`src/design/srts_params.svh`:
```
`ifndef SRTS_PARAMS_SVH
`define SRTS_PARAMS_SVH
// Clock rate
`define SRTS_CLK_MHZ 200
// Timing figures in their own units
`define SRTS_PGM_SUSP_MAX_US 25
`define SRTS_ERS_SUSP_MAX_US 30
`define SRTS_RESET_MIN_NS 50
`define SRTS_DPD_EXIT_US 30
`define SRTS_ARRAY_RECOV_US 30
// Derived cycle counts
`define SRTS_PGM_SUSP_CYC (`SRTS_PGM_SUSP_MAX_US * `SRTS_CLK_MHZ)
`define SRTS_ERS_SUSP_CYC (`SRTS_ERS_SUSP_MAX_US * `SRTS_CLK_MHZ)
`define SRTS_RESET_MIN_CYC ((`SRTS_RESET_MIN_NS * `SRTS_CLK_MHZ + 999) / 1000)
`define SRTS_DPD_EXIT_CYC (`SRTS_DPD_EXIT_US * `SRTS_CLK_MHZ)
`define SRTS_ARRAY_RECOV_CYC (`SRTS_ARRAY_RECOV_US * `SRTS_CLK_MHZ)
// Default busy times for long operations, in cycles
`define SRTS_SSE_CYC 10000000
`define SRTS_ASPP_CYC 20000
`define SRTS_PASSP_CYC 40000
// Operation codes on i_op
`define SRTS_OP_NONE 3'h0
`define SRTS_OP_PROGRAM 3'h1
`define SRTS_OP_SECTOR_ERASE 3'h2
`define SRTS_OP_SUBSECTOR_ERASE 3'h3
`define SRTS_OP_ASP_PROGRAM 3'h4
`define SRTS_OP_PASSWORD_PROGRAM 3'h5
// Command classes on i_cmd_class
`define SRTS_CLS_READ 3'h0
`define SRTS_CLS_ERASE 3'h1
`define SRTS_CLS_WRSR 3'h2
`define SRTS_CLS_WRNVCR 3'h3
`define SRTS_CLS_OTP 3'h4
`define SRTS_CLS_OTHER 3'h5
`endif

```
`src/design/srts_pkg.sv`:
```
package srts_pkg;
  typedef enum logic [2:0] {
    SRTS_IDLE = 3'b000,
    SRTS_BUSY = 3'b001,
    SRTS_SUSPENDING = 3'b010,
    SRTS_SUSPENDED = 3'b011,
    SRTS_RECOVER = 3'b100,
    SRTS_DEEP_SLEEP = 3'b101,
    SRTS_WAKING = 3'b110
  } srts_state_t;
  typedef enum logic [1:0] {
    SRTS_KIND_PGM = 2'b00,
    SRTS_KIND_ERS = 2'b01,
    SRTS_KIND_SSE = 2'b10,
    SRTS_KIND_PROT = 2'b11
  } srts_kind_t;
endpackage

```
`src/design/srts_sync.sv`:
```
`timescale 1ns/1ps
module srts_sync (
  // Clock and reset
  input wire logic i_sys_clk,
  input wire logic i_rst,
  input wire logic i_rst_val,
  // Asynchronous level in, synchronised level out
  input wire logic i_async,
  output logic o_sync
);
  logic stage1;
  always_ff @(posedge i_sys_clk or posedge i_rst) begin
    if (i_rst) begin
      stage1 <= 1'b1;
      o_sync <= 1'b1;
    end else begin
      stage1 <= i_async;
      o_sync <= stage1;
    end
  end
  logic unused_val;
  assign unused_val = i_rst_val;
endmodule

```
`src/design/srts_sequencer.sv`:
```
`timescale 1ns/1ps
`include "srts_params.svh"
// Operation
// - Program suspends within 25 us; reads accepted
// - Erase suspends within 30 us; restricted commands
// - Reset pulses of 50 ns reliably reset
// - Subsector erase reset waits subsector erase time
// - Deep sleep reset waits deep sleep exit
// - Protection register reset waits its program time
// - Password program reset waits password time
// - Deep sleep exit needs 30 us
// - Array software reset needs 30 us recovery
module srts_sequencer #(
  parameter int unsigned PGM_SUSP_CYC = `SRTS_PGM_SUSP_CYC,
  parameter int unsigned ERS_SUSP_CYC = `SRTS_ERS_SUSP_CYC,
  parameter int unsigned DPD_EXIT_CYC = `SRTS_DPD_EXIT_CYC,
  parameter int unsigned ARRAY_RECOV_CYC = `SRTS_ARRAY_RECOV_CYC,
  parameter int unsigned SSE_CYC = `SRTS_SSE_CYC,
  parameter int unsigned ASPP_CYC = `SRTS_ASPP_CYC,
  parameter int unsigned PASSP_CYC = `SRTS_PASSP_CYC,
  parameter int unsigned RESET_MIN_CYC = `SRTS_RESET_MIN_CYC
) (
  // Clock and reset
  input wire logic i_sys_clk,
  input wire logic i_rst,
  // Pins from the host
  input wire logic i_cs_n,
  input wire logic i_reset_n,
  // Decoded command strobes from the serial front end
  input wire logic i_start,
  input wire logic [2:0] i_op,
  input wire logic i_suspend,
  input wire logic i_resume,
  input wire logic i_op_done,
  input wire logic i_sw_reset,
  input wire logic i_enter_deep,
  input wire logic i_cmd_valid,
  input wire logic [2:0] i_cmd_class,
  // Status
  output logic o_busy,
  output logic o_suspended,
  output logic o_deep_sleep_state,
  output logic o_cmd_accept,
  output logic o_cmd_reject
);
  localparam int CW = 32;
  srts_pkg::srts_state_t state;
  srts_pkg::srts_state_t next_state;
  srts_pkg::srts_kind_t kind;
  srts_pkg::srts_kind_t next_kind;
  logic [CW-1:0] count;
  logic [CW-1:0] next_count;
  logic [CW-1:0] low_count;
  logic cs_n_s;
  logic reset_n_s;
  logic pin_reset;
  logic any_reset;
  logic armed_cs;
  logic count_zero;
  logic [CW-1:0] recov_cyc;
  logic allowed;
  logic is_restricted;

  // ----------------------------------------
  // Pin synchronisers
  // ----------------------------------------
  srts_sync u_sync_cs (
    .i_sys_clk(i_sys_clk),
    .i_rst(i_rst),
    .i_rst_val(1'b1),
    .i_async(i_cs_n),
    .o_sync(cs_n_s)
  );
  srts_sync u_sync_rst (
    .i_sys_clk(i_sys_clk),
    .i_rst(i_rst),
    .i_rst_val(1'b1),
    .i_async(i_reset_n),
    .o_sync(reset_n_s)
  );

  // ----------------------------------------
  // Reset pulse width qualification
  // ----------------------------------------
  always_ff @(posedge i_sys_clk or posedge i_rst) begin
    if (i_rst) begin
      low_count <= '0;
    end else if (reset_n_s) begin
      low_count <= '0;
    end else if (low_count != RESET_MIN_CYC[CW-1:0]) begin
      low_count <= low_count + 32'h1;
    end
  end
  // Fires on release after a low of at least the minimum width
  assign pin_reset = reset_n_s && (low_count == RESET_MIN_CYC[CW-1:0]);
  assign any_reset = pin_reset || i_sw_reset;

  // Recovery time chosen by what the device was doing
  always_comb begin
    recov_cyc = '0;
    if (state == srts_pkg::SRTS_DEEP_SLEEP || state == srts_pkg::SRTS_WAKING) begin
      recov_cyc = DPD_EXIT_CYC[CW-1:0];
    end else if (state == srts_pkg::SRTS_BUSY || state == srts_pkg::SRTS_SUSPENDING ||
                 state == srts_pkg::SRTS_SUSPENDED) begin
      unique case (kind)
        srts_pkg::SRTS_KIND_SSE: recov_cyc = SSE_CYC[CW-1:0];
        srts_pkg::SRTS_KIND_PROT: recov_cyc = (i_op == `SRTS_OP_PASSWORD_PROGRAM) ?
          PASSP_CYC[CW-1:0] : ASPP_CYC[CW-1:0];
        srts_pkg::SRTS_KIND_PGM,
        srts_pkg::SRTS_KIND_ERS: recov_cyc = ARRAY_RECOV_CYC[CW-1:0];
      endcase
    end
  end

  assign count_zero = (count == '0);
  assign is_restricted = (i_cmd_class == `SRTS_CLS_ERASE) || (i_cmd_class == `SRTS_CLS_WRSR) ||
                         (i_cmd_class == `SRTS_CLS_WRNVCR) || (i_cmd_class == `SRTS_CLS_OTP);
  // Commands accepted in idle; while suspended per operation kind
  assign allowed = (state == srts_pkg::SRTS_IDLE) ||
    ((state == srts_pkg::SRTS_SUSPENDED) &&
     ((kind == srts_pkg::SRTS_KIND_PGM) ? (i_cmd_class == `SRTS_CLS_READ)
                                         : !is_restricted));

  // ----------------------------------------
  // Sequencer
  // ----------------------------------------
  always_comb begin
    next_state = state;
    next_kind = kind;
    next_count = count_zero ? count : count - 32'h1;
    if (any_reset) begin
      next_state = srts_pkg::SRTS_RECOVER;
      next_count = recov_cyc;
    end else begin
      unique case (state)
        srts_pkg::SRTS_IDLE: begin
          if (i_enter_deep) begin
            next_state = srts_pkg::SRTS_DEEP_SLEEP;
          end else if (i_start && i_op != `SRTS_OP_NONE) begin
            next_state = srts_pkg::SRTS_BUSY;
            unique case (i_op)
              `SRTS_OP_PROGRAM: next_kind = srts_pkg::SRTS_KIND_PGM;
              `SRTS_OP_SECTOR_ERASE: next_kind = srts_pkg::SRTS_KIND_ERS;
              `SRTS_OP_SUBSECTOR_ERASE: next_kind = srts_pkg::SRTS_KIND_SSE;
              default: next_kind = srts_pkg::SRTS_KIND_PROT;
            endcase
          end
        end
        srts_pkg::SRTS_BUSY: begin
          if (i_op_done) begin
            next_state = srts_pkg::SRTS_IDLE;
          end else if (i_suspend && kind != srts_pkg::SRTS_KIND_PROT) begin
            next_state = srts_pkg::SRTS_SUSPENDING;
            // Loaded one short so the flag rises at the limit itself, not one cycle after
            next_count = (kind == srts_pkg::SRTS_KIND_PGM) ? PGM_SUSP_CYC[CW-1:0] - 32'h1
                                                           : ERS_SUSP_CYC[CW-1:0] - 32'h1;
          end
        end
        srts_pkg::SRTS_SUSPENDING: begin
          if (count_zero) begin
            next_state = srts_pkg::SRTS_SUSPENDED;
          end
        end
        srts_pkg::SRTS_SUSPENDED: begin
          if (i_resume) begin
            next_state = srts_pkg::SRTS_BUSY;
          end
        end
        srts_pkg::SRTS_RECOVER: begin
          if (count_zero) begin
            next_state = srts_pkg::SRTS_IDLE;
          end
        end
        srts_pkg::SRTS_DEEP_SLEEP: begin
          if (armed_cs && cs_n_s) begin
            next_state = srts_pkg::SRTS_WAKING;
            next_count = DPD_EXIT_CYC[CW-1:0];
          end
        end
        srts_pkg::SRTS_WAKING: begin
          if (count_zero) begin
            next_state = srts_pkg::SRTS_IDLE;
          end
        end
        default: next_state = srts_pkg::SRTS_IDLE;
      endcase
    end
  end

  always_ff @(posedge i_sys_clk or posedge i_rst) begin
    if (i_rst) begin
      state <= srts_pkg::SRTS_IDLE;
      kind <= srts_pkg::SRTS_KIND_PGM;
      count <= '0;
    end else begin
      state <= next_state;
      kind <= next_kind;
      count <= next_count;
    end
  end

  // Deep sleep wakes when a select made during it ends; exit time runs from deselect
  always_ff @(posedge i_sys_clk or posedge i_rst) begin
    if (i_rst) begin
      armed_cs <= 1'b0;
    end else if (state != srts_pkg::SRTS_DEEP_SLEEP) begin
      armed_cs <= 1'b0;
    end else if (!cs_n_s) begin
      armed_cs <= 1'b1;
    end
  end

  // ----------------------------------------
  // Outputs
  // ----------------------------------------
  always_ff @(posedge i_sys_clk or posedge i_rst) begin
    if (i_rst) begin
      o_busy <= 1'b0;
      o_suspended <= 1'b0;
      o_deep_sleep_state <= 1'b0;
    end else begin
      o_busy <= (next_state != srts_pkg::SRTS_IDLE) && (next_state != srts_pkg::SRTS_SUSPENDED)
                && (next_state != srts_pkg::SRTS_DEEP_SLEEP);
      o_suspended <= (next_state == srts_pkg::SRTS_SUSPENDED);
      o_deep_sleep_state <= (next_state == srts_pkg::SRTS_DEEP_SLEEP);
    end
  end
  assign o_cmd_accept = i_cmd_valid && allowed;
  assign o_cmd_reject = i_cmd_valid && !allowed;
endmodule

```
`config.mk`:
```
export PLATFORM = sky130hd
export DESIGN_NAME = srts_sequencer
export DESIGN_NICKNAME = d
export VERILOG_FILES = /design/src/design/srts_pkg.sv /design/src/design/srts_sync.sv /design/src/design/srts_sequencer.sv
export VERILOG_INCLUDE_DIRS = /design/src /design/src/design
export SDC_FILE = /design/constraint.sdc
export NUM_CORES = 1
export LEC_CHECK = 0
export BUFFER_PORTS_ARGS = -buffer_cell sky130_fd_sc_hd__buf_2
export CAP_MARGIN = 20
export CELL_PAD_IN_SITES_DETAIL_PLACEMENT = 1
export CELL_PAD_IN_SITES_GLOBAL_PLACEMENT = 1
export CORE_ASPECT_RATIO = 0.7
export CORE_UTILIZATION = 35
export CTS_BUF_LIST = sky130_fd_sc_hd__clkbuf_16
export DETAILED_ROUTE_END_ITERATION = 6
export HOLD_SLACK_MARGIN = 0.02
export PLACE_DENSITY_LB_ADDON = 0.05
export SLEW_MARGIN = 5
export SYNTH_ARGS = -nofsm -noshare
export SYNTH_HDL_FRONTEND = slang
export SYNTH_SLANG_ARGS = --single-unit
export TNS_END_PERCENT = 1
```
`constraint.sdc`:
```
create_clock -name i_sys_clk -period 3.45 [get_ports i_sys_clk]
set_input_delay 0.1725 -clock i_sys_clk [delete_from_list [all_inputs] [get_ports i_sys_clk]]
set_output_delay 0.1725 -clock i_sys_clk [all_outputs]
set_load 0.02 [all_outputs]
```
## Yosys cells after proc, flatten, opt, wreduce, memory -nomap -nowiden

Index checks and enable logic that the tools add are counted.
W data, S select, Z words.

| storage, ports and cells | value |
|---|---|
| register bits | 77 |
| input bits | 17 |
| output and inout bits | 5 |
| word-level logic and storage cells | 98 |

| operators by class | value |
|---|---|
| add/sub/neg operators | 2 |
| equality and inequality tests | 26 |
| multiplexer cells | 27 |
| bitwise logic cells | 2 |
| reductions and logical operators | 29 |

Operators by type and width:

| kind | number |
|---|---|
| $mux W32 | 9 |
| $pmux W32 S3 | 1 |
| $pmux W32 S2 | 1 |
| $add A32 B1 Y32 const B | 1 |
| $eq A32 B4 Y1 const B | 1 |
| $logic_not A32 Y1 | 1 |
| $ne A32 B4 Y1 const B | 1 |
| $sub A32 B1 Y32 const B | 1 |
| $mux W3 | 9 |
| $eq A3 B2 Y1 const B | 7 |
| $eq A3 B3 Y1 const B | 6 |
| $pmux W3 S6 | 1 |
| $mux W16 | 1 |
| $mux W11 | 1 |
| $eq A3 B1 Y1 const B | 3 |
| $logic_and A1 B1 Y1 | 9 |
| $logic_or A1 B1 Y1 | 8 |
| $logic_not A3 Y1 | 2 |
| $ne A3 B3 Y1 const B | 2 |
| $pmux W2 S3 | 1 |
| $reduce_bool A3 Y1 | 2 |
| $eq A2 B2 Y1 const B | 2 |
| $ne A2 B2 Y1 const B | 2 |
| $reduce_and A4 Y1 | 1 |
| 8 further kinds | 13 |

## Longest topological paths before layout

Gate-level depths: netlist (run 1).

| depth | value |
|---|---|
| depth after elaboration | 10 |
| mapped depth | 10 |

## By module

Synthesis (run 1) repeated with hierarchy kept, for this count alone.

| second synthesis, totals | value |
|---|---|
| cell total of the unflattened synthesis | 450 |
| area total of the unflattened synthesis | 4,206.5 um2 |

By module, submodules not included:

| module | instances | cells an instance | area an instance (um2) |
|---|---|---|---|
| srts_sequencer | 1 | 444 | 4,093.9 |
| srts_sync | 2 | 3 | 56.3 |

## Least setup slack after synthesis (run 1)

No wires, ideal clock.

| path | value |
|---|---|
| path type | register -> register |
| start point | register count[12] |
| end point | register o_busy |
| library setup time | 0.079 ns |
| arrival | 2.883 ns |
| required time | 3.371 ns |
| slack | 0.487 ns |
| stages on the path, launching flop included | 9 |
| path buffers | 2 |
| path through | dfrtp_1 or4_4 or4_4 buf_6 or4_4 buf_6 a211o_1 nor3_2 mux2i_1 |

| on the way | value |
|---|---|
| word-level cells in the longest chain between the ends | 7 |
| elaborated cells on any way between the ends | 10 |
| those cells by class | 2 x eq/ne; 4 x mux; 4 x reduce/logical |

RTL lines:

| element | line | source |
|---|---|---|
| start, declared | srts_sequencer.sv:51 | `logic [CW-1:0] count;` |
| start signal, assigned | srts_sequencer.sv:198 | `count <= next_count;` |
| $logic_not A32 Y1 (*) | srts_sequencer.sv:115 | `assign count_zero = (count == '0);` |
| $mux W3, on equally long branches | srts_sequencer.sv:170, srts_sequencer.sv:181, srts_sequencer.sv:160 |  |
| $pmux W3 S6 (*) | srts_sequencer.sv:135 | `unique case (state)` |
| $mux W3 (*) | srts_sequencer.sv:131 | `if (any_reset) begin` |
| $ne A3 B2 Y1 or $reduce_bool A3 Y1 (tied branches) | srts_sequencer.sv:222 | `o_busy <= (next_state != srts_pkg::SRTS_IDLE) && (next_state != srts_pkg::SRTS_SUSPENDED)` |
| $logic_and A1 B1 Y1 | srts_sequencer.sv:222 |  |
| $logic_and A1 B1 Y1 (*) | srts_sequencer.sv:223 | `&& (next_state != srts_pkg::SRTS_DEEP_SLEEP);` |
| end signal, assigned | srts_sequencer.sv:222 |  |
| end, declared | srts_sequencer.sv:40 | `output logic o_busy,` |

Mark *: on every way between the ends. The rest lies on a longest branch, timed or not.
A chain may end at the register's enable or synchronous reset.

## Worst setup path after layout (run 1)

| path | value |
|---|---|
| start point | register count[0] |
| end point | register count[30] |

| on the way | value |
|---|---|
| word-level cells in the longest chain between the ends | 6 |
| elaborated cells on any way between the ends | 8 |
| those cells by class | 1 x add/sub; 6 x mux; 1 x reduce/logical |

RTL lines:

| element | line | source |
|---|---|---|
| $sub A32 B1 Y32 or $logic_not A32 Y1 (tied branches) | srts_sequencer.sv:130, srts_sequencer.sv:115 |  |
| $mux W32 (*) | srts_sequencer.sv:130 | `next_count = count_zero ? count : count - 32'h1;` |
| $mux W32 | srts_sequencer.sv:152 | `end else if (i_suspend && kind != srts_pkg::SRTS_KIND_PROT) begin` |
| $mux W32 | srts_sequencer.sv:150 | `if (i_op_done) begin` |
| $pmux W32 S2 (*) | srts_sequencer.sv:135 |  |
| $mux W32 (*) | srts_sequencer.sv:131 |  |
| via next_count[30] | srts_sequencer.sv:52 | `logic [CW-1:0] next_count;` |

Mark *: on every way through the listed nets, which the timed path passes. The rest lies on a longest branch.

==> qor.yml, run 1 <==
skew_ns: 0.00777
final_common_cell: "dfrtp_1"
grt_usage: 0.194
clock-sinks: 77
dieHeight_um: 93.9
num-fill-cells: 1380
yosysWarnings: 0
die-area_sq_um: 12500
min_path_type: "input pin to flop"
fin_crit_sh: 0.895
dr_total_vias: 3388
grt_pass1_wl_um: 18800
cts_max_path_buffers: 2
synth-seq-cells: 77
nets: 496
place.gp.congestion: 0.759
fp.coreArea_sq_um: 11700
slew_headroom: 0.436
rsz0062_at_grt: "false"
syn_area_sq_um: 4230
antenna_found_initial: 0
final_cell_mix: "dfrtp_1 (73), nor2_1 (64), xor2_1 (29), nand3_1 (26), xnor2_1 (22)"
path_class: "flop to flop"
max_freq_mhz: 324
vdd_ir_drop_max_mv: 0.244
drv_cap: 0
synth-seq-area-share: 0.457
hold_viol_final: 0
dr.pass1.iters: 4
maxSlewViolCount: 0
crit_path_start_kind: "flop"
num_rows: 33
cts_tree: "yes"
start_util: 0.360
synthesis.nets: 471
drt_iter0_drc: 218
grt_pass1_vias: 3521
avgSynthCellArea_sq_um: 9.37
setup_viol_count_final: 0
path_max_fanout: 12
synthTopCellsByArea: "dfrtp_1 (43%), xor2_1 (6.0%), nor2_1 (5.7%)"
hpwlAfterDp_um: 7900
synth_cell_type_count: 58
dpl_cell_area_sq_um: 4460
drive_gt1_frac: 0.146
viasPerCell: 5.31
grt_max_degree: 33
tns_ns: 0
powerDensity_nw_per_um2: 657
numPortBuffers: 21
fp.dieW_um: 133
synthArstFlopShare: 1.00
ant_nets: 0
io_pins: 22
required_ns: 3.71
routed_wl_um: 11000
power_leakage_nw: 2.02
synth_largest_area_cell: "dfrtp_1"
synthCells: 451
synth_edf_count: 0
critPathCaptureType: "flop"
period_needed_ns: 3.09
worstSkewPairLatency_ns: 0.34
crit_arrival_ns: 3.35
cts_buffers: 9
drc: 0
worst_pin_slew_ns: 0.845
fin_area_sq_um: 4780
clk_pin_slew_ns: 0.06
fin_util: 0.408
synth_top_cell_area_share: 0.432
antenna_cells: 0
area_growth_pct: 13.2
postCtsSetupBuffers: 0
synth_top_flop_cell: "dfrtp_1"
cts_root_buf: "clkbuf_16"
status: "finished, final reports clean"
gr-total-overflow: 0
cts_htree_levels: 3
wire_per_inst_um: 17.2
layer usage:
| layer | GRT usage | routed length (um) | vias to the layer above |
|---|---|---|---|
| li1 | - | - | 1658 |
| met1 | 0.293 | 6000 | 1682 |
| met2 | 0.278 | 4560 | 38 |
| met3 | 0.0415 | 311 | 10 |
| met4 | 0.0464 | 104 | 0 |
| met5 | 0 | 0 | - |
metrics by stage:
stage / power, mW / hold slack (ns) / instances / worst slack (ns)
after floorplan: 2.01 / 0.177 / 451 / 0.487
after global placement: 2.18 / 0.241 / 619 / 0.442
after detailed placement: 2.20 / 0.242 / 619 / 0.370
after CTS: 3.18 / 0.194 / 638 / 0.354
after global routing: 3.37 / 0.225 / 638 / 0.181
final: 3.14 / 0.205 / 638 / 0.363
critical path, cell delays in order (launching register included):
cell and delay (ns):
dfrtp_1 0.39, inv_1 0.10, ha_1 0.18, or3b_2 0.52, or4_1 0.54, o21bai_1 0.38, or4_2 0.64, xor2_1 0.16
nor2_1 0.10
final timing paths:
path                                     to  slack, ns             start  depth (start not counted)
hold reg to reg            u_sync_cs.o_sync       0.35  u_sync_cs.stage1                          0
setup / recovery                  count[30]       0.36          count[0]                          8
hold / removal                      kind[1]       0.20           i_op[2]                          3
min in group asynchronous          state[0]       0.40             i_rst                          3
max in group asynchronous         count[31]       2.27             i_rst                          4
setup reg to reg                  count[30]       0.36          count[0]                          8
report_power, final:
group / switching, mW / internal, mW / leakage (nW)
registers: 0.165 / 1.03 / 1.03
clock network: 0.388 / 0.555 / 0.135
logic: 0.595 / 0.412 / 0.856
cells in the mapped netlist (3+ instances only):
master	count
a31oi_1	3
ha_1	3
or4_1	6
o211ai_1	3
o22ai_1	5
nor2b_1	8
and3_1	8
nand2b_1	4
nor4b_1	4
nand4_1	8
xor2_1	29
a21oi_1	18
o21ai_0	19
or2_2	5
nor2_1	64
nor4_1	13
inv_1	10
nand3b_1	4
nand2_1	21
dfstp_2	4
nand3_1	26
or3_1	9
or3_2	4
and4_1	5
or4_4	3
nor3_1	18
xnor2_1	22
dfrtp_1	73
clkbuf_1	12
state kept, by name (all words and copies together), names as in the netlist:
register,count
u_sync_cs.o_sync,1
u_sync_rst.stage1,1
kind,2
u_sync_rst.o_sync,1
state,3
armed_cs,1
u_sync_cs.stage1,1
o_busy,1
o_deep_sleep_state,1
o_suspended,1
count,32
low_count,32
final cells by class:
type	count	area [sq um]	share of cell area
inverter	10	38.8	0.00811
clock inverter	7	66.3	0.0139
sequential	77	1930	0.404
tap	157	196	0.0411
timing repair buffer	32	195	0.0408
multi-input combinational	346	2130	0.445
clock buffer	9	225	0.0471
repair_timing:
action | CTS | global route
gates resized for setup | 0 | 0
hold buffers | 3 | 0
hold endpoints to repair | 29 | 0
kinds of logic (layout without fill, tap and decap cells):
kind of cell	Yosys count	after routing	synth area share
fa+ha+maj	3	3	0.00888
compound gates	64	64	0.0921
xor+xnor	51	51	0.106
simple gates	225	225	0.290
buf+inv	28	58	0.0385
mux	3	3	0.00740
flops	77	77	0.457
(Power assumes the default switching activity.)
==> inputs of run 2 (changes only) <==
- ABC_AREA: unset -> 1
==> run 2 against run 1 <==
Net effect:
- total power increased by 45%
- critical path depth rose by 3
- largest power group is now combinational logic
- sequential power up 8%
- critical endpoint is now o_busy
- flip-flop and latch count stayed put
- register-to-register slack gained 0.76 ns
- maximum frequency increased by 33%
==> qor.yml, run 2 <==
wl_met2_um: 6120  # was 4560 um
synth_common_cells: "nand2_1 (146), nor2_1 (134), inv_1 (77)"  # was dfrtp_1 (73), nor2_1 (64), xor2_1 (29)
synth_top_family_by_area: "simple AND/OR/NAND/NOR gates"  # unchanged
timing.rr.start: "count[0]"  # unchanged
status: "finished, final reports clean"  # unchanged
grt_max_degree: 42  # was 33
synthCells: 689  # was 451
syn_area_sq_um: 4900  # was 4230 sq um
synth_cell_type_count: 41  # was 58
tns_ns: 0  # unchanged
hpwlAfterDp_um: 11600  # was 7900 um
ctsResizeCount: 0  # unchanged
routed_wl_um: 14700  # was 11000 um
path_class: "flop to flop"  # unchanged
crit_arrival_ns: 2.55  # was 3.35 ns
drc: 0  # unchanged
min_from: "i_op[2]"  # unchanged
power_leakage_nw: 2.71  # was 2.02 nW
period_needed_ns: 2.33  # was 3.09 ns
hold_viol_final: 0  # unchanged
cts_buffers: 9  # unchanged
met1_length_um: 8120  # was 6000 um
vdd_ir_drop_max_mv: 0.330  # was 0.244 mV
powerDensity_nw_per_um2: 819  # was 657 nW/um^2
grt_usage: 0.223  # was 0.194
crit_start: "count[0]"  # unchanged
antenna_found_initial: 0  # unchanged
cts_max_path_buffers: 2  # unchanged
synth_edf_count: 0  # unchanged
synthMuxAreaShare: 0  # was 0.00740
area_growth_pct: 13.7  # was 13.2%
fin_hold_ws_ns: 0.158  # was 0.205 ns
synth_largest_area_cell: "dfrtp_1"  # unchanged
synth-seq-cells: 77  # unchanged
slew_headroom: 0.464  # was 0.436
cts_root_buf: "clkbuf_16"  # unchanged
r2r-end: "o_busy"  # was count[30]
skew_ns: 0.00843  # was 0.00777 ns
gr-total-overflow: 0  # unchanged
regToRegSetupSlack_ns: 1.12  # was 0.36 ns
cts_htree_levels: 3  # unchanged
required_ns: 3.67  # was 3.71 ns
final_cell_mix: "nand2_1 (146), nor2_1 (134), inv_1 (76), dfrtp_1 (73)"  # was dfrtp_1 (73), nor2_1 (64), xor2_1 (29), nand3_1 (26), xnor2_1 (22)
synthesis.nets: 709  # was 471
min_path_cells: 3  # unchanged
maxSlewViolCount: 0  # unchanged
synthArstFlopShare: 1.00  # unchanged
start_util: 0.366  # was 0.360
wire_per_inst_um: 16.1  # was 17.2 um
dr.pass1.iters: 5  # was 4
io_pins: 22  # unchanged
top_layer_used: "met4"  # unchanged
grt_pass1_wl_um: 24700  # was 18800 um
dr_total_vias: 4566  # was 3388
fin_crit_sh: 0.674  # was 0.895
synthAdderAreaFrac: 0.00765  # was 0.00888
rsz0062_at_grt: "false"  # unchanged
max_freq_mhz: 430  # was 324 MHz
yosysWarnings: 0  # unchanged
worst_pin_slew_ns: 0.796  # was 0.845 ns
min_to: "kind[0]"  # was kind[1]
drt_iter0_drc: 205  # was 218
clock-sinks: 77  # unchanged
fp.dieW_um: 143  # was 133 um
largestRegisters: "count x32, low_count x32, state x3"  # unchanged
wl_met3_um: 339  # was 311 um
synth_compound_area_frac: 0.0849  # was 0.0921
num_rows: 35  # was 33
synth_xor_area_frac: 0.0446  # was 0.106
grt_pass1_vias: 4770  # was 3521
fp.coreArea_sq_um: 13400  # was 11700 sq um
final_common_cell: "nand2_1"  # was dfrtp_1
avgSynthCellArea_sq_um: 7.12  # was 9.37 sq um
critPathCaptureType: "flop"  # unchanged
reg2reg_depth: 11  # was 8
dieHeight_um: 101  # was 93.9 um
cts_tree: "yes"  # unchanged
synthTopCellsByArea: "dfrtp_1 (37%), nand2_1 (11%), nor2_1 (10%)"  # was dfrtp_1 (43%), xor2_1 (6.0%), nor2_1 (5.7%)
path_max_fanout: 11  # was 12
place.gp.congestion: 0.823  # was 0.759
worstSkewPairLatency_ns: 0.34  # about the same
drv_cap: 0  # unchanged
num-fill-cells: 1691  # was 1380
setup_viol_count_final: 0  # unchanged
ant_nets: 0  # unchanged
drive_gt1_frac: 0.128  # was 0.146
synth_top_cell_area_share: 0.372  # was 0.432
die-area_sq_um: 14500  # was 12500 sq um
numPortBuffers: 21  # unchanged
clk_pin_slew_ns: 0.07  # was 0.06 ns
nets: 739  # was 496
viasPerCell: 5.02  # was 5.31
synth.most_common_cell: "nand2_1"  # was dfrtp_1
synth-seq-area-share: 0.394  # was 0.457
synth_top_flop_cell: "dfrtp_1"  # unchanged
min_path_type: "input pin to flop"  # unchanged
synthSimpleGateAreaFrac: 0.390  # was 0.290
crit_path_start_kind: "flop"  # unchanged
antenna_cells: 0  # unchanged
==> run 2: cell count changes after synthesis, moves of 9 or more <==
cell,previous run,this run
nor2_2,0,11
xnor2_1,22,4
nor2_1,64,134
nand4_1,8,18
o21ai_0,19,39
nand2_1,21,146
inv_1,10,77
nand3_1,26,39
a21oi_1,18,30
inv_2,0,11
clkbuf_1,12,3
or3_1,9,0
==> run 2: cell type report <==
type | instances | area (sq um) | share of cell area
flip-flops and latches | 77 | 1930 | 0.346
repair buffers | 26 | 150 | 0.0269
clock inverters | 7 | 113 | 0.0202
inverters | 89 | 338 | 0.0606
clock buffers | 9 | 225 | 0.0404
multi-input cells | 516 | 2590 | 0.464
well taps | 185 | 231 | 0.0415
==> run 2: per-layer routing <==
layer  global-route usage  vias to the layer above
met5                    0                        -
met3               0.0380                        8
li1                     -                     2277
met4               0.0458                        0
met2                0.328                       52
met1                0.338                     2229
==> run 2: power by group <==
part           total (mW)  leakage (nW)  internal, mW  switching, mW
Sequential           1.29          1.04          1.08          0.210
Clock                1.09         0.167         0.704          0.390
Combinational        2.18          1.51         0.708           1.47
==> run 2: worst max-delay path by stage <==
stage / end / slack (ns) / cells past startpoint
floorplan: armed_cs / 1.32 / 1
global placement: o_busy / 1.21 / 11
detailed placement: o_busy / 1.12 / 11
CTS: o_busy / 1.11 / 11
global route: count[6] / 0.92 / 11
finish: o_busy / 1.12 / 11
==> run 2: repair_timing <==
action,in CTS,in global routing
buffers inserted,0,0
hold buffers,3,0
hold endpoints to repair,38,0
==> run 2: worst max-delay path, cell delays in order, from the launching register on <==
cell	delay [ns]
dfrtp_1	0.43
inv_1	0.08
ha_1	0.21
nand3_2	0.14
nor2_2	0.17
nand2_1	0.08
nor2_2	0.52
nand2_1	0.13
nand2_1	0.11
nand2_1	0.11
a21oi_1	0.15
nor2_1	0.07
==> run 2: kinds of logic after synthesis <==
group                      Yosys count
adders and majority gates            3
AOI/OAI and AO/OA                   79
and+or+nand+nor                    409
DFF                                 77
buffers and inverters               96
xor gates and xnor gates            25
==> run 2: through the flow <==
stage,power [mW],instance area [sq um],worst slack [ns],utilization,cells
3_3_place_gp,3.43,5210,1.21,0.389,890
3_5_place_dp,3.48,5210,1.12,0.389,890
5_1_grt,4.97,5580,0.920,0.416,909
4_1_cts,4.61,5580,1.11,0.416,909
6_report,4.57,5580,1.12,0.416,909
2_1_floorplan,2.90,4900,1.32,-,689
==> inputs of run 3 (changes only) <==
- ABC_AREA: 1 -> 0
- clock period: 3.45 -> 2.32 ns (I/O delays scaled with it)
==> run 3 against run 2 <==
Net effect:
- the flow now finishes with violations (negative setup slack)
- sequential power rose by 29%
- design area grew 2.9%
- highest routed layer unchanged
- flip-flop and latch count did not move
- via count fell by 17%
- wire length decreased by 18%
- largest cell class unchanged
- global-route usage down 1.9 points
- die area fell by 14%
==> qor.yml, run 3 (synthesized netlist as in run 1, its figures left out) <==
gr-total-overflow: 0  # unchanged
path_cells: "or4_4 -> or4_4 -> or4_4 -> a211o_1 -> buf_4 -> and3_2"  # was inv_1 -> ha_1 -> nand3_2 -> nor2_2 -> nand2_1 -> nor2_2 -> nand2_1 -> nand2_1 -> nand2_1 -> a21oi_1 -> nor2_1
ant_nets: 0  # unchanged
grt_max_degree: 46  # was 42
setup_viol_count_final: 35  # was 0
crit_path_start_kind: "flop"  # unchanged
clock-sinks: 77  # unchanged
numPortBuffers: 21  # unchanged
violations: "negative setup slack"
viasPerCell: 5.17  # was 5.02
worst_pin_slew_ns: 0.761  # was 0.796 ns
drt_iter0_drc: 170  # was 205
grt_usage: 0.204  # was 0.223
place.gp.congestion: 0.804  # was 0.823
period_needed_ns: 2.72  # was 2.33 ns
cts_tree: "yes"  # unchanged
min_path_type: "input pin to flop"  # unchanged
dr_total_vias: 3781  # was 4566
powerDensity_nw_per_um2: 984  # was 819 nW/um^2
start_util: 0.360  # was 0.366
max_freq_mhz: 368  # was 430 MHz
final_common_cell: "buf_4"  # was nand2_1
path_class: "flop to flop"  # unchanged
num_rows: 33  # was 35
grt_pass1_vias: 3864  # was 4770
use_met2: 0.313  # was 0.328
final_cell_mix: "buf_4 (92), dfrtp_1 (72), nor2_1 (63), xor2_1 (28), nand3_1 (23)"  # was nand2_1 (146), nor2_1 (134), inv_1 (76), dfrtp_1 (73)
hpwlAfterDp_um: 8880  # was 11600 um
dieHeight_um: 93.9  # was 101 um
crit_slowest_cell: "or4_4"  # was nor2_2
maxSlewViolCount: 0  # unchanged
nets: 590  # was 739
min_from: "i_op[2]"  # unchanged
worst-path-buf-inv: 1  # unchanged
grt_pass1_wl_um: 19700  # was 24700 um
io_pins: 22  # unchanged
crit_arrival_ns: 2.94  # was 2.55 ns
cp_common_cell: "or4_4"  # was nand2_1
fin_hold_ws_ns: 0.122  # was 0.158 ns
crit_family: "simple AND/OR/NAND/NOR gates"  # unchanged
timing.final.ws_setup_ns: -0.396  # was 1.12 ns
drive_gt1_frac: 0.334  # was 0.128
routed_wl_um: 12100  # was 14700 um
wire_per_inst_um: 16.5  # was 16.1 um
critPathCaptureType: "flop"  # unchanged
antenna_cells: 0  # unchanged
drc: 0  # unchanged
regToRegSetupSlack_ns: -0.40  # was 1.12 ns
largestRegisters: "count x32, low_count x32, state x3"  # unchanged
hold_viol_final: 0  # unchanged
dr.pass1.iters: 4  # was 5
clk_pin_slew_ns: 0.06  # was 0.07 ns
fp.dieW_um: 133  # was 143 um
die-area_sq_um: 12500  # was 14500 sq um
rsz0062_at_grt: "true"  # was false
min_to: "kind[1]"  # was kind[0]
required_ns: 2.55  # was 3.67 ns
path_max_fanout: 4  # was 11
slew_headroom: 0.492  # was 0.464
critPathMaxStageDelay_ns: 0.55  # was 0.52 ns
skew_ns: 0.0106  # was 0.00843 ns
worstSkewPairLatency_ns: 0.33  # was 0.34 ns
drv_cap: 0  # unchanged
use_met1: 0.294  # was 0.338
antenna_found_initial: 0  # unchanged
fin_util: 0.489  # was 0.416
cts_buffers: 9  # unchanged
cts_max_path_buffers: 2  # unchanged
cts_htree_levels: 3  # unchanged
status: "finished, violations left"  # was finished, final reports clean
r2r-end: "o_deep_sleep_state"  # was o_busy
reg2reg_depth: 6  # was 11
cts_root_buf: "clkbuf_16"  # unchanged
min_path_cells: 3  # unchanged
power_leakage_nw: 2.55  # was 2.71 nW
timing.rr.start: "count[14]"  # was count[0]
fin_crit_sh: 1.17  # was 0.674
area_growth_pct: 35.8  # was 13.7%
vdd_ir_drop_max_mv: 0.427  # was 0.330 mV
busiest_layer: "met2"  # was met1
grt_use_met3: 0.0405  # was 0.0380
fp.coreArea_sq_um: 11700  # was 13400 sq um
[run 3: area by class of cell]
type                    count  area, sq um
repair buffers            126          956
clock buffers               9          225
inverters                  10         38.8
well taps                 157          196
flip-flops and latches     77         1930
fillers                  1362         5990
multi-input cells         346         2330
clock inverters             7         58.8
[run 3: where the power goes]
part,total [mW],internal (mW),switching (mW)
combinational,2.59,1.25,1.34
clock,1.38,0.818,0.558
sequential,1.67,1.53,0.145
[run 3: worst min-delay path, cell delays in order]
cell and delay, ns:
buf_2 0.13, nor2_1 0.06, mux2i_1 0.10
[run 3: worst max-delay path by stage]
stage                     depth (start not counted)  slack (ns)                 end  startpoint
after floorplan                                   8       -0.48              o_busy   count[13]
after global placement                            6       -0.39              o_busy   count[15]
after detailed placement                          6       -0.43              o_busy   count[15]
after CTS                                         6       -0.41              o_busy   count[18]
after global routing                              6       -0.47              o_busy   count[14]
final                                             6       -0.40  o_deep_sleep_state   count[14]
[run 3: per-stage QoR]
| step | cell area [sq um] | setup slack (ns) | cells | power [mW] | setup TNS [ns] |
|---|---|---|---|---|---|
| CTS | 5580 | -0.410 | 729 | 5.40 | -9.09 |
| floorplan | 4230 | -0.478 | 451 | 3.00 | -9.35 |
| global route | 5740 | -0.475 | 732 | 5.98 | -8.97 |
| finish | 5740 | -0.396 | 732 | 5.65 | -6.70 |
| global placement | 5150 | -0.389 | 707 | 3.74 | -7.57 |
| detailed placement | 5150 | -0.428 | 707 | 3.79 | -9.43 |
[run 3: repair_timing]
action / CTS / global route
pin swaps: 15 / 23
setup buffers: 3 / 3
hold buffers: 3 / 0
endpoints found under the hold margin: 41 / 0
setup endpoints to repair: 39 / 40
resized for setup: 22 / 32
[run 3: routing by layer]
metal | wire [um] | up-vias | part of all wire
li1 | - | 1838 | -
met1 | 6270 | 1910 | 0.52
met2 | 5460 | 26 | 0.45
met3 | 259 | 7 | 0.021
met4 | 88 | 0 | 0.0073
met5 | 0 | - | 0
